[config.mk]
export PLATFORM = sky130hd
export DESIGN_NAME = sgss_top
export DESIGN_NICKNAME = d
export VERILOG_FILES = /design/src/hdl/sgss_pkg.sv /design/src/hdl/sgss_blend.sv /design/src/hdl/sgss_timer.sv /design/src/hdl/sgss_top.sv
export VERILOG_INCLUDE_DIRS = /design/src /design/src/hdl
export SDC_FILE = /design/constraint.sdc
export NUM_CORES = 2
export LEC_CHECK = 0
export BUFFER_PORTS_ARGS = -buffer_cell sky130_fd_sc_hd__buf_2
export CAP_MARGIN = 0
export CORE_ASPECT_RATIO = 1.4
export CORE_UTILIZATION = 45
export CTS_BUF_LIST = sky130_fd_sc_hd__clkbuf_16
export DETAILED_ROUTE_END_ITERATION = 8
export GPL_TIMING_DRIVEN = 0
export HOLD_SLACK_MARGIN = 0.15
export PLACE_DENSITY_LB_ADDON = 0.2
export SYNTH_ARGS = -nofsm -noshare
export SYNTH_HDL_FRONTEND = slang
export SYNTH_SLANG_ARGS = --single-unit
[constraint.sdc]
create_clock -name clk -period 8.5 [get_ports clk]
set_input_delay 1.275 -clock clk [delete_from_list [all_inputs] [get_ports clk]]
set_output_delay 1.275 -clock clk [all_outputs]
set_load 0.02 [all_outputs]
[src/hdl/sgss_params.svh]
// Constants of the servo gain set selector
`ifndef SGSS_PARAMS_SVH
`define SGSS_PARAMS_SVH
// Timing: clock period and one millisecond, both in ns
`define SGSS_CLK_NS       4
`define SGSS_MS_NS        1000000
`define SGSS_HOST_WAIT_MS 2
// Ramp fraction: 256 steps from one set to the other
`define SGSS_FRAC_W       8
`define SGSS_STEPS        256
`define SGSS_K_FULL       9'h100
`define SGSS_K_ZERO       9'h000
// Register byte offsets
`define SGSS_OFF_RIPPLE   8'h00
`define SGSS_OFF_GSW      8'h04
`define SGSS_OFF_CTRL     8'h08
`define SGSS_OFF_STAT     8'h0c
`define SGSS_OFF_IST      8'h10
`define SGSS_OFF_ICLR     8'h14
`define SGSS_OFF_IEN      8'h18
`define SGSS_OFF_TIM      8'h20
`define SGSS_OFF_GAIN     8'h40
`define SGSS_NUM_TIM      4
`define SGSS_NUM_GAIN     14
`define SGSS_NUM_RAMP     5
`define SGSS_SET2_BASE    7
// Option word digits and codes
`define SGSS_DIG0         3:0
`define SGSS_DIG1         7:4
`define SGSS_RIP_ON       4'h1
`define SGSS_DET_ON       4'h0
`define SGSS_GSW_RESV     4'h1
`define SGSS_GSW_AUTO1    4'h2
`define SGSS_CA_COIN_ON   4'h0
`define SGSS_CA_COIN_OFF  4'h1
`define SGSS_CA_NEAR_ON   4'h2
`define SGSS_CA_NEAR_OFF  4'h3
`define SGSS_CA_REF_IDLE  4'h4
`define SGSS_CA_REF_ON    4'h5
// Control, status and event bit positions
`define SGSS_CTRL_RESET   0
`define SGSS_CTRL_LOADED  1
`define SGSS_ST_WARN      0
`define SGSS_ST_SET2      1
`define SGSS_ST_RAMP      2
`define SGSS_ST_MF        3
`define SGSS_ST_VALID     4
`define SGSS_EV_WARN      0
`define SGSS_EV_SWDONE    1
`define SGSS_EV_RESV      2
`define SGSS_NUM_EV       3
// Timer word indices
`define SGSS_TIM_WAIT1    0
`define SGSS_TIM_RAMP1    1
`define SGSS_TIM_WAIT2    2
`define SGSS_TIM_RAMP2    3
// Reset values
`define SGSS_OPT_RST      16'h0000
`define SGSS_TIM_RST      16'h0000
`define SGSS_SET_RST      {16'h03e8, 16'h01f4, 16'h0064, 16'h0064, 16'h0190, 16'h07d0, 16'h0190}
`endif

[src/hdl/sgss_pkg.sv]
// Types of the servo gain set selector
package sgss_pkg;
    // Control method of the axis
    typedef enum logic [1:0] {CM_POS, CM_SPD, CM_TRQ} sgss_mode_type;
    // Automatic switching sequence
    typedef enum logic [1:0] {AS_IDLE, AS_WAIT, AS_RAMP} sgss_auto_type;
    // Avalon-MM request from the master
    typedef struct packed {
        logic        read;
        logic        write;
        logic [7:0]  address;
        logic [3:0]  byteenable;
        logic [31:0] writedata;
    } sgss_avs_req_type;
    // Axis state and the servo command gain-select bit
    typedef struct packed {
        logic          gain_sel;
        logic          ref_active;
        logic          motor_stopped;
        logic          coin;
        logic          near;
        logic          ref_filter_zero;
        logic          pos_ref_on;
        sgss_mode_type mode;
    } sgss_motion_type;
    // One gain set as presented to the loops
    typedef struct packed {
        logic [15:0] mf_corr;
        logic [15:0] mf_gain;
        logic [15:0] fric_gain;
        logic [15:0] trq_filt;
        logic [15:0] pos_gain;
        logic [15:0] spd_int;
        logic [15:0] spd_gain;
    } sgss_gain_set_type;
    // Millisecond timer state
    typedef struct packed {
        logic [15:0] cnt;
        logic        done;
    } sgss_tmr_type;
endpackage

[src/hdl/sgss_blend.sv]
// Linear blend between two gain words by a 0..256 fraction
`timescale 1ns/100ps
`include "sgss_params.svh"
module sgss_blend import sgss_pkg::*; (
    // Endpoints
    input  wire logic [15:0] a,
    input  wire logic [15:0] b,
    // Fraction, 256 means all b
    input  wire logic [8:0]  k,
    // Result
    output logic      [15:0] y
);
    logic signed [17:0] diff;   // b minus a
    logic signed [27:0] prod;   // Scaled difference

    // Result always lies between a and b, so 16 bits suffice
    always_comb begin
        diff = $signed({2'b00, b}) - $signed({2'b00, a});
        prod = 28'(diff) * 28'($signed({1'b0, k}));
        y    = 16'($signed({2'b00, a}) + 18'(prod >>> `SGSS_FRAC_W));
    end
endmodule // sgss_blend

[src/hdl/sgss_timer.sv]
// Millisecond down-counter for the switching wait time
`timescale 1ns/100ps
module sgss_timer import sgss_pkg::*; (
    // Clock and reset
    input  wire logic        clk,
    input  wire logic        srst,
    // Load and count
    input  wire logic        start,
    input  wire logic        ms_tick,
    input  wire logic [15:0] dur,
    // Expiry level
    output logic             done
);
    sgss_tmr_type s, n;   // State and next state

    // Load on start, count down one per millisecond tick
    always_comb begin
        n = s;
        if (start) begin
            n.cnt  = dur;
            n.done = (dur == 16'h0000);
        end else if (!s.done && ms_tick) begin
            n.cnt  = s.cnt - 16'h0001;
            n.done = (s.cnt <= 16'h0001);
        end
    end

    // Register the state
    always_ff @(posedge clk) begin
        if (srst) begin
            s <= '{cnt: 16'h0000, done: 1'b1};
        end else begin
            s <= n;
        end
    end

    assign done = s.done;
endmodule // sgss_timer

[src/hdl/sgss_top.sv]
// Servo gain set selector with Avalon-MM registers and interrupt
//
// Local design decisions: the placing of the registers and the Avalon-MM slave port.
`timescale 1ns/100ps
// What this block does
// - Raise mismatch warning while compensation enabled
// - Clear warning on reset, disable, detect-off
// - Ripple digit two: 0 detects, 1 suppresses
// - Gain digit one: 0 manual, 2 automatic
// - Automatic only in position; manual everywhere
// - Manual by command bit, automatic internally
// - Model-following pair switches only when manual
// - Model-following pair moves only stopped, idle
// - Gain-select 0 picks set 1, 1 set 2
// - After wait, ramp gains linearly over time
// - Ripple digit one: 1 enables, 0 disables
`include "sgss_params.svh"
module sgss_top import sgss_pkg::*; #(
    parameter int MS_CYC = `SGSS_MS_NS / `SGSS_CLK_NS   // Cycles per millisecond
) (
    // Clock and reset
    input  wire logic              clk,
    input  wire logic              srst,
    // Avalon-MM slave
    input  wire sgss_avs_req_type  avs_req,
    output logic [31:0]            avs_readdata,
    output logic                   avs_waitrequest,
    // Axis state and stored-data check
    input  wire sgss_motion_type   motion,
    input  wire logic              ripple_data_mismatch,
    // Selected gains and interrupt
    output sgss_gain_set_type      active_gains,
    output logic                   irq
);
    localparam int STEP_CYC = MS_CYC / `SGSS_STEPS;     // Cycles per ramp tick
    localparam int DW       = $clog2(MS_CYC + 1);       // Millisecond divider width
    localparam int SW       = $clog2(STEP_CYC + 1);     // Ramp tick divider width

    // Whole state of the block
    typedef struct packed {
        logic                                wreq;      // Waitrequest
        logic [31:0]                         rdata;     // Read data
        logic [15:0]                         rip_opt;   // Ripple options word
        logic [15:0]                         gsw_opt;   // Gain switching options word
        logic [`SGSS_NUM_TIM-1:0][15:0]      tim;       // Wait and ramp times in ms
        logic [`SGSS_NUM_GAIN-1:0][15:0]     gw;        // Both gain sets
        logic                                valid;     // Compensation data stored
        logic                                warn;      // Mismatch warning
        logic                                mf_sel;    // Set of model-following pair
        logic                                dir;       // Automatic target, 1 is set 2
        sgss_auto_type                       fsm;       // Automatic sequence
        logic [8:0]                          k;         // Blend fraction
        logic [15:0]                         step_cnt;  // Ramp ticks per step
        logic [DW-1:0]                       ms_cnt;    // Millisecond divider
        logic [SW-1:0]                       st_cnt;    // Ramp tick divider
        logic                                ms_tick;   // Millisecond pulse
        logic                                st_tick;   // Ramp tick pulse
        logic [`SGSS_NUM_EV-1:0]             ists;      // Sticky events
        logic [`SGSS_NUM_EV-1:0]             ien;       // Event enables
        logic [6:0][15:0]                    outw;      // Presented gains
        logic                                irq;       // Interrupt line
    } sgss_state_type;

    sgss_state_type               s, n;        // State and next state
    logic [`SGSS_NUM_RAMP-1:0][15:0] blend;    // Blended ramped words
    logic                         tmr_start;   // Load wait timer
    logic [15:0]                  tmr_dur;     // Wait time to load
    logic                         tmr_done;    // Wait expired
    logic                         ca;          // Condition A
    logic                         auto_mode;   // Automatic pattern selected
    logic                         rip_en;      // Compensation enabled
    logic                         det_en;      // Warning detection enabled
    logic [15:0]                  ramp_ms;     // Ramp time of current direction
    logic [8:0]                   k_tgt;       // Fraction at the target set

    // Merge byte lanes into a 16-bit register
    function automatic logic [15:0] merge16(input logic [15:0] old, input logic [31:0] wd,
                                            input logic [3:0] be);
        merge16 = {be[1] ? wd[15:8] : old[15:8], be[0] ? wd[7:0] : old[7:0]};
    endfunction

    // Option decodes
    assign auto_mode = (s.gsw_opt[`SGSS_DIG0] == `SGSS_GSW_AUTO1);
    assign rip_en    = (s.rip_opt[`SGSS_DIG0] == `SGSS_RIP_ON);
    assign det_en    = (s.rip_opt[`SGSS_DIG1] == `SGSS_DET_ON);
    assign ramp_ms   = s.dir ? s.tim[`SGSS_TIM_RAMP1] : s.tim[`SGSS_TIM_RAMP2];
    assign k_tgt     = s.dir ? `SGSS_K_FULL : `SGSS_K_ZERO;

    // Condition A chosen by the second gain switching digit
    always_comb begin
        case (s.gsw_opt[`SGSS_DIG1])
            `SGSS_CA_COIN_ON:  ca = motion.coin;
            `SGSS_CA_COIN_OFF: ca = !motion.coin;
            `SGSS_CA_NEAR_ON:  ca = motion.near;
            `SGSS_CA_NEAR_OFF: ca = !motion.near;
            `SGSS_CA_REF_IDLE: ca = motion.ref_filter_zero && !motion.pos_ref_on;
            `SGSS_CA_REF_ON:   ca = motion.pos_ref_on;
            default:           ca = 1'b0;
        endcase
    end

    // Ramped words of both sets, one blend per parameter
    generate
        for (genvar gi = 0; gi < `SGSS_NUM_RAMP; gi++) begin : g_blend
            sgss_blend u_blend (
                .a (s.gw[gi]),
                .b (s.gw[gi + `SGSS_SET2_BASE]),
                .k (s.k),
                .y (blend[gi])
            );
        end
    endgenerate

    // Wait timer in milliseconds
    sgss_timer u_timer (
        .clk     (clk),
        .srst    (srst),
        .start   (tmr_start),
        .ms_tick (s.ms_tick),
        .dur     (tmr_dur),
        .done    (tmr_done)
    );

    // Next state of the whole block
    always_comb begin
        logic [`SGSS_NUM_EV-1:0] ev;    // Events this cycle
        logic [`SGSS_NUM_EV-1:0] clr;   // Software clears this cycle
        logic [31:0]             rd;    // Read mux
        logic [15:0]             wgsw;  // Merged gain options write
        ev        = '0;
        clr       = '0;
        rd        = '0;
        wgsw      = merge16(s.gsw_opt, avs_req.writedata, avs_req.byteenable);
        n         = s;
        tmr_start = 1'b0;
        tmr_dur   = ca ? s.tim[`SGSS_TIM_WAIT1] : s.tim[`SGSS_TIM_WAIT2];

        // Millisecond and ramp tick dividers
        n.ms_tick = 1'b0;
        n.st_tick = 1'b0;
        if (s.ms_cnt == DW'(MS_CYC - 1)) begin
            n.ms_cnt  = '0;
            n.ms_tick = 1'b1;
        end else begin
            n.ms_cnt = s.ms_cnt + 1'b1;
        end
        if (s.st_cnt == SW'(STEP_CYC - 1)) begin
            n.st_cnt  = '0;
            n.st_tick = 1'b1;
        end else begin
            n.st_cnt = s.st_cnt + 1'b1;
        end

        // Read mux, unmapped and write-only words read zero
        case (avs_req.address)
            `SGSS_OFF_RIPPLE: rd[15:0] = s.rip_opt;
            `SGSS_OFF_GSW:    rd[15:0] = s.gsw_opt;
            `SGSS_OFF_STAT: begin
                rd[`SGSS_ST_WARN]  = s.warn;
                rd[`SGSS_ST_SET2]  = (s.k == `SGSS_K_FULL);
                rd[`SGSS_ST_RAMP]  = (s.fsm == AS_RAMP);
                rd[`SGSS_ST_MF]    = s.mf_sel;
                rd[`SGSS_ST_VALID] = s.valid;
            end
            `SGSS_OFF_IST:    rd[`SGSS_NUM_EV-1:0] = s.ists;
            `SGSS_OFF_IEN:    rd[`SGSS_NUM_EV-1:0] = s.ien;
            default: ;
        endcase
        for (int i = 0; i < `SGSS_NUM_TIM; i++) begin
            if (avs_req.address == `SGSS_OFF_TIM + 8'(4 * i)) begin
                rd[15:0] = s.tim[i];
            end
        end
        for (int i = 0; i < `SGSS_NUM_GAIN; i++) begin
            if (avs_req.address == `SGSS_OFF_GAIN + 8'(4 * i)) begin
                rd[15:0] = s.gw[i];
            end
        end

        // Bus handshake: waitrequest drops for one cycle after a request
        n.wreq = 1'b1;
        if ((avs_req.read || avs_req.write) && s.wreq) begin
            n.wreq  = 1'b0;
            n.rdata = rd;
        end

        // Writes take effect at the edge where waitrequest is low
        if (avs_req.write && !s.wreq) begin
            case (avs_req.address)
                `SGSS_OFF_RIPPLE: n.rip_opt = merge16(s.rip_opt, avs_req.writedata, avs_req.byteenable);
                `SGSS_OFF_GSW: begin
                    n.gsw_opt = wgsw;
                    // Reserved mode is flagged and then runs as manual
                    if (wgsw[`SGSS_DIG0] == `SGSS_GSW_RESV) begin
                        ev[`SGSS_EV_RESV] = 1'b1;
                    end
                end
                `SGSS_OFF_CTRL: begin
                    if (avs_req.byteenable[0] && avs_req.writedata[`SGSS_CTRL_RESET]) begin
                        n.valid = 1'b0;
                    end else if (avs_req.byteenable[0] && avs_req.writedata[`SGSS_CTRL_LOADED]) begin
                        n.valid = 1'b1;
                    end
                end
                `SGSS_OFF_ICLR: begin
                    if (avs_req.byteenable[0]) begin
                        clr = avs_req.writedata[`SGSS_NUM_EV-1:0];
                    end
                end
                `SGSS_OFF_IEN: begin
                    if (avs_req.byteenable[0]) begin
                        n.ien = avs_req.writedata[`SGSS_NUM_EV-1:0];
                    end
                end
                default: ;
            endcase
            for (int i = 0; i < `SGSS_NUM_TIM; i++) begin
                if (avs_req.address == `SGSS_OFF_TIM + 8'(4 * i)) begin
                    n.tim[i] = merge16(s.tim[i], avs_req.writedata, avs_req.byteenable);
                end
            end
            for (int i = 0; i < `SGSS_NUM_GAIN; i++) begin
                if (avs_req.address == `SGSS_OFF_GAIN + 8'(4 * i)) begin
                    n.gw[i] = merge16(s.gw[i], avs_req.writedata, avs_req.byteenable);
                end
            end
        end

        // Mismatch warning holds only while enabled, detected and data stored
        n.warn = rip_en && det_en && s.valid && (s.warn || ripple_data_mismatch);
        ev[`SGSS_EV_WARN] = n.warn && !s.warn;

        // Gain set selection
        if (!auto_mode) begin
            // Manual: command bit steps every ramped word at once
            n.fsm = AS_IDLE;
            n.dir = motion.gain_sel;
            n.k   = motion.gain_sel ? `SGSS_K_FULL : `SGSS_K_ZERO;
            // Model-following pair only moves when stopped with no reference
            if (!motion.ref_active && motion.motor_stopped) begin
                n.mf_sel = motion.gain_sel;
            end
        end else if (motion.mode != CM_POS) begin
            // No automatic switching outside position control
            n.fsm = AS_IDLE;
            n.dir = s.gsw_opt[4];
            n.k   = s.gsw_opt[4] ? `SGSS_K_FULL : `SGSS_K_ZERO;
        end else begin
            unique case (s.fsm)
                // Wait for condition A to differ from the held set
                AS_IDLE: begin
                    if (ca != s.dir || s.k != k_tgt) begin
                        n.dir     = ca;
                        n.fsm     = AS_WAIT;
                        tmr_start = 1'b1;
                    end
                end
                // Waiting time, restarted if the condition flips
                AS_WAIT: begin
                    if (ca != s.dir) begin
                        n.dir     = ca;
                        tmr_start = 1'b1;
                    end else if (tmr_done) begin
                        n.fsm      = AS_RAMP;
                        n.step_cnt = '0;
                    end
                end
                // Linear ramp, one fraction step per ramp_ms ticks
                AS_RAMP: begin
                    if (ca != s.dir) begin
                        n.dir     = ca;
                        n.fsm     = AS_WAIT;
                        tmr_start = 1'b1;
                    end else if (s.k == k_tgt) begin
                        n.fsm                 = AS_IDLE;
                        ev[`SGSS_EV_SWDONE]   = 1'b1;
                    end else if (ramp_ms == 16'h0000) begin
                        n.k = k_tgt;
                    end else if (s.st_tick) begin
                        if (s.step_cnt + 16'h0001 >= ramp_ms) begin
                            n.step_cnt = '0;
                            n.k        = s.dir ? s.k + 9'h001 : s.k - 9'h001;
                        end else begin
                            n.step_cnt = s.step_cnt + 16'h0001;
                        end
                    end
                end
            endcase
        end

        // Registered presentation of the selected set
        for (int i = 0; i < `SGSS_NUM_RAMP; i++) begin
            n.outw[i] = blend[i];
        end
        for (int i = `SGSS_NUM_RAMP; i < `SGSS_SET2_BASE; i++) begin
            n.outw[i] = s.mf_sel ? s.gw[i + `SGSS_SET2_BASE] : s.gw[i];
        end

        // Sticky events, a set wins over a clear in the same cycle
        n.ists = (s.ists & ~clr) | ev;
        n.irq  = |(n.ists & n.ien);
    end

    // Register the state
    always_ff @(posedge clk) begin
        if (srst) begin
            s          <= '0;
            s.wreq     <= 1'b1;
            s.rip_opt  <= `SGSS_OPT_RST;
            s.gsw_opt  <= `SGSS_OPT_RST;
            s.tim      <= {`SGSS_NUM_TIM{`SGSS_TIM_RST}};
            s.gw       <= {`SGSS_SET_RST, `SGSS_SET_RST};
            s.outw     <= `SGSS_SET_RST;
            s.fsm      <= AS_IDLE;
        end else begin
            s <= n;
        end
    end

    // Outputs straight from the state
    assign avs_readdata    = s.rdata;
    assign avs_waitrequest = s.wreq;
    assign active_gains    = s.outw;
    assign irq             = s.irq;
endmodule // sgss_top

* Word-level counts from Yosys, hierarchy flattened
Cells that the tools add are included.
Storage, ports and cells: bits in registers 534, bits in latches 0, bits in writable memories 0, bits in read-only memories 0, input bits 58, output and inout port bits 146, word-level logic and storage cells 308, memories kept 0
Operators by class: add/subtract/negate cells 16, $mul 5, div/mod/pow operators 0, magnitude comparators 2, eq/ne operators 54, shift operators 0, mux-type cells 77, bitwise logic cells 6, reductions and logical operators 82
Operator list (count):
- 16-bit two-way mux | 26
- 3-bit AND reduction | 41
- 17-bit by 10-bit multiplier with 24-bit output | 5
- 8-bit by 7-bit equality test with 1-bit output (second input constant) | 14
- 16-bit by 16-bit subtractor with 17-bit output | 5
- 16-bit adder | 5
- 25-bit two-way mux | 3
- 9-bit two-way mux | 7
- 17-bit two-way mux | 2
- 33-bit two-way mux | 1
- 8-bit by 6-bit equality test with 1-bit output (second input constant) | 4
- 16-bit zero test | 2
- 16-bit one-hot mux with 2 select lines | 1
- 8-bit by 5-bit equality test with 1-bit output (second input constant) | 3
- 12-bit two-way mux | 2
- 11-bit one-hot mux with 2 select lines | 1
- 3-bit two-way mux | 7
- 18-bit by 1-bit adder with 18-bit output (second input constant) | 1
- 18-bit equality test (second input constant) | 1
- 1-bit two-way mux | 17
- 16-bit by 1-bit adder with 16-bit output (second input constant) | 1
- 8-bit by 4-bit equality test with 1-bit output (second input constant) | 2
- 16-bit greater-or-equal comparator | 1
- 16-bit by 1-bit less-or-equal comparator with 1-bit output (second input constant) | 1
- other kinds (46) | 89

* Longest topological paths before layout
depth in word-level cells 21, gate-level depth with buffers 40, gate-level depth less buffers 40

* By module
From an unflattened synthesis, not the netlist that was laid out.
Unflattened totals: cell total of the unflattened synthesis 6752, area total of the unflattened synthesis 55889.9 µm²
By module, submodules not included:
- sgss_top | instances 1, cells an instance 2964, area each 23805.3 µm², seq. area each 10349.9 µm²
- sgss_blend at g_blend[0].u_blend | instances 1, cells an instance 740, area each 6309.8 µm², seq. area each 0.0 µm²
- sgss_blend at g_blend[4].u_blend | instances 1, cells an instance 751, area each 6308.6 µm², seq. area each 0.0 µm²
- sgss_blend at g_blend[2].u_blend | instances 1, cells an instance 743, area each 6228.5 µm², seq. area each 0.0 µm²
- sgss_blend at g_blend[3].u_blend | instances 1, cells an instance 738, area each 6207.2 µm², seq. area each 0.0 µm²
- sgss_blend at g_blend[1].u_blend | instances 1, cells an instance 700, area each 6039.5 µm², seq. area each 0.0 µm²
- sgss_timer | instances 1, cells an instance 116, area each 991.0 µm², seq. area each 340.3 µm²

* Worst setup path after synthesis
No wires, ideal clock.
kind flip-flop to flip-flop, from register s[245] in the netlist's numbering, to register s (netlist bit active_gains[79]), library setup time 0.065 ns, data arrival time 8.462 ns, required time 8.435 ns, path slack -0.027 ns, cell stages (with the launch flop) 38, path buffers 0, period minus slack after synthesis 8.527 ns, path through dfxtp_1 inv_1 ha_1 nor2b_1 o31a_1 o211ai_1 nand2_1 a21oi_1 o21ai_0 xor2_1 nand2_1 fa_1 inv_1 fa_1 fa_1 fa_1 inv_1 fa_1 (+2 left out) or4_1 o21ai_0 a21oi_1 a21boi_0 o21a_1 o21a_1 nor2_1 xnor2_1 ha_1 and3_1 a211o_1 a21o_1 a21oi_1 o21ai_0 a31oi_1 xnor2_1 xnor3_1 nor2_1
On the way: cells in the longest elaborated chain, start to end 3
RTL lines:
- start, declared | line sgss_top.sv:64 | sgss_state_type s, n;
- start signal, assigned | line sgss_top.sv:316 | s <= n;
- 16-bit by 16-bit subtractor with 17-bit output | line sgss_blend.sv:18 | diff = $signed({2'b00, b}) - $signed({2'b00, a});
- 17-bit by 10-bit multiplier with 24-bit output | line sgss_blend.sv:19 | prod = 28'(diff) * 28'($signed({1'b0, k}));
- 16-bit adder * | line sgss_blend.sv:20 | y = 16'($signed({2'b00, a}) + 18'(prod >>> `SGSS_FRAC_W));
Every way passes the cells marked *; elsewhere a longest branch is shown, timed or not. A chain may end at the register's enable or synchronous reset.

* Worst setup path after layout
from register s[250] in the netlist's numbering, to register s (netlist bit active_gains[79])
Same word-level chain as after synthesis.

==> flow_summary.ini <==
[timing]
finalSetupViolations = 2
final.period_utilization = 1.04
slew_headroom = 0.0107
max_slew.worst_pin.slew_ns = 1.48
report.final.slew_viol_count = 0
max_freq_ghz = 0.113
clock_skew_ns = 0.0480
summed_negative_setup_slack_over_all_endpoints_ns = -0.617
grt_setup_unrepaired = true
final-hold-violation-count = 0
post-route-worst-setup-slack_ns = -0.382
final.min_clock_period_ns = 8.88

[synthesis]
synth_enable_flop_cells = 0
yosysWarningCount = 0
netlist-cell-type-count = 89
post-synth-top-area-cell = fa_1
post_synth_instance_area_mm2 = 0.0544
post_synth_inst_count = 6544
synth.avg_cell_area_um2 = 8.31
synth-seq-cells = 534
synth_top_cells_by_area = fa_1 (22%), dfxtp_1 (20%), ha_1 (10%)
ys_seq_area_frac = 0.197
netlist.area_leader.share = 0.218
async_flop_share = 0
synthFlopType = dfxtp_1

[final_layout]
mostFrequentLayoutCell = nand2_1
fillers = 11300
layout_common_cells = nand2_1 (1047), inv_1 (790), fa_1 (582), dfxtp_1 (475), nor2_1 (440)
final_nets = 8081
postLayoutCellArea_mm2 = 0.0636
areaGrowthSynthToFinish_pct = 17.0
final_layout_size_suffix_gt1_frac = 0.154

[clock_network]
worst_skew_pair.late_latency_ns = 0.74
clkSlewWorstSetupHoldPaths_ns = 0.07
cts_root_buffer = clkbuf_16
cts-buffers-inserted = 58
cts_max_path_buffers = 3
cts-hold-fix-buffers = 0
cts.sink_count = 534
h-tree-depth = 2
tritoncts = yes

[pwr]
combPwrFrac = 0.068
irDropWorstVdd_mv = 0.210
pwr-share-seq = 0.445
switching_share = 0.281
power.static_leakage_nw = 30.4
powerDensity_mw_per_mm2 = 88.8
switchingPower_w = 0.00159
clock_power_share = 0.487
internal_power_w = 0.00406

[grt]
grt_antenna_before_repair = 20
grt_first_pass_wirelength_um = 324000
grt-ovfl-total = 0
grt_max_degree = 19
vias_in_the_first_global_route = 47900
global_route.usage.total = 0.370

[critical_path]
worstPathArrival_ns = 9.50
crit_type = register to register
cp_common_cell = fa_1
crit_path_top_delay_cell = ha_1
worst_setup_path_start_kind = register
crit_required_ns = 9.12
r2r_setup_slack_ns = -0.38
critical_path_peak_fanout = 5
endpoint_kind = register
crit_path_max_incr_delay_ns = 0.56

[route]
detail-route-antenna-nets = 0
drt_iter0_drc = 4011
firstDrtPassIters = 8
num_vias = 49200
drcViolationCount = 0
drt-total-wl_um = 229000
via_per_inst = 5.69
wl_per_cell_um = 26.5

[floorplan]
core_region_mm2 = 0.120
starting_utilization_of_the_core_area = 0.455
floorplan.die.width_um = 296
dieArea_mm2 = 0.122
chip_height_um = 413
num_io_pins = 204
rows = 150

[place]
placed_cell_area_mm2 = 0.0572
hpwl_um = 180000
io_buffers = 154
place_ws_ns = -1.80
routabilityCongestion = 1.05

[hold_path]
hold_path_class = register to register

[outcome]
outcome = finished with violations
failing_checks = negative setup slack

[flow_run]
drv_cap = 0
## flip-flops by register name, summed over array words and instances, names as in the netlist
register	flops
avs_waitrequest	1
u_timer.s	16
s	387
irq	1
avs_readdata	16
u_timer.done	1
active_gains	112
## worst max-delay path: cells and delay by family (launching register included)
kind,cells,cell delay [ns]
adders and majority gates,8,3.47
AOI/OAI and AO/OA,14,2.53
and+or+nand+nor,5,0.98
xor gates and xnor gates,3,0.68
buffers and inverters,6,0.55
DFF,1,0.54
## power groups by stage
stage               clock network (W)  registers [W]  logic (W)
floorplan                           0        0.00257   0.000172
global placement                    0        0.00258   0.000353
detailed placement                  0        0.00258   0.000353
CTS                           0.00277        0.00252   0.000361
global route                  0.00285        0.00251   0.000384
finish                        0.00275        0.00251   0.000382
## cells by family (layout without fill, tap and decap cells)
group	Yosys count	after routing	share of synthesized area
and+or+nand+nor	2333	2333	0.196
buffers and inverters	1205	1683	0.0936
adders and majority gates	1034	1034	0.320
AOI/OAI and AO/OA	983	984	0.116
DFF	534	534	0.197
xor gates and xnor gates	285	285	0.0464
muxes	169	169	0.0316
other	1	25	0.0000690
## per-layer routing
layer,GRT usage,routed length (um),share of wire,up-vias
met1,0.417,83000,0.36,24200
met3,0.0648,15800,0.069,758
met5,0.000400,60,0.00026,-
met2,0.618,108000,0.47,2137
met4,0.288,21900,0.096,10
li1,-,-,-,22000
## cell usage after synthesis, types with 50 or more instances
cell and number:
fa_1 591, clkbuf_1 234, o21ai_0 128, a21oi_1 388, and2_1 295, xnor2_1 203
nor2b_1 77, mux2i_1 159, inv_1 812, xor2_1 80, nand2b_1 65, nor2_1 458
dfxtp_1 534, nor3_1 80, nand3_1 99, a22oi_1 56, buf_4 147, ha_1 443
a21o_1 50, nand2_1 1073
## repair_timing
item                                    4_1_cts  5_1_grt
cloned                                        0        1
resized for setup                           280      312
pin swaps                                   105      204
endpoints found under the setup margin       38       24
setup buffers                               120      102
## through the flow
| stage | util | total power (W) | hold WS [ns] | cells |
|---|---|---|---|---|
| finish | 0.532 | 0.00564 | 0.444 | 8643 |
| global route | 0.532 | 0.00574 | 0.452 | 8635 |
| CTS | 0.514 | 0.00565 | 0.442 | 8538 |
| detailed placement | 0.479 | 0.00293 | 0.431 | 8312 |
| global placement | 0.478 | 0.00293 | 0.427 | 8309 |
| floorplan | - | 0.00274 | 0.413 | 6559 |
## cell type report
type | count | area, um^2 | area share
multi-input combinational | 4821 | 41100 | 0.646
clock inverter | 51 | 524 | 0.00824
tap | 1596 | 2000 | 0.0314
clock buffer | 58 | 1450 | 0.0228
sequential | 534 | 10900 | 0.171
timing repair buffer | 370 | 2520 | 0.0397
antenna | 9 | 22.5 | 0.000354
buffer | 392 | 2060 | 0.0324
inverter | 812 | 3060 | 0.0482
## path summary, 6_finish.rpt
path	startpoint	end	cells past startpoint
max reg2reg	s[250]	active_gains[79]	36
max	s[250]	active_gains[79]	36
min	s[131]	s[131]	1
min reg2reg	s[131]	s[131]	1
(Power assumes the default switching activity.)
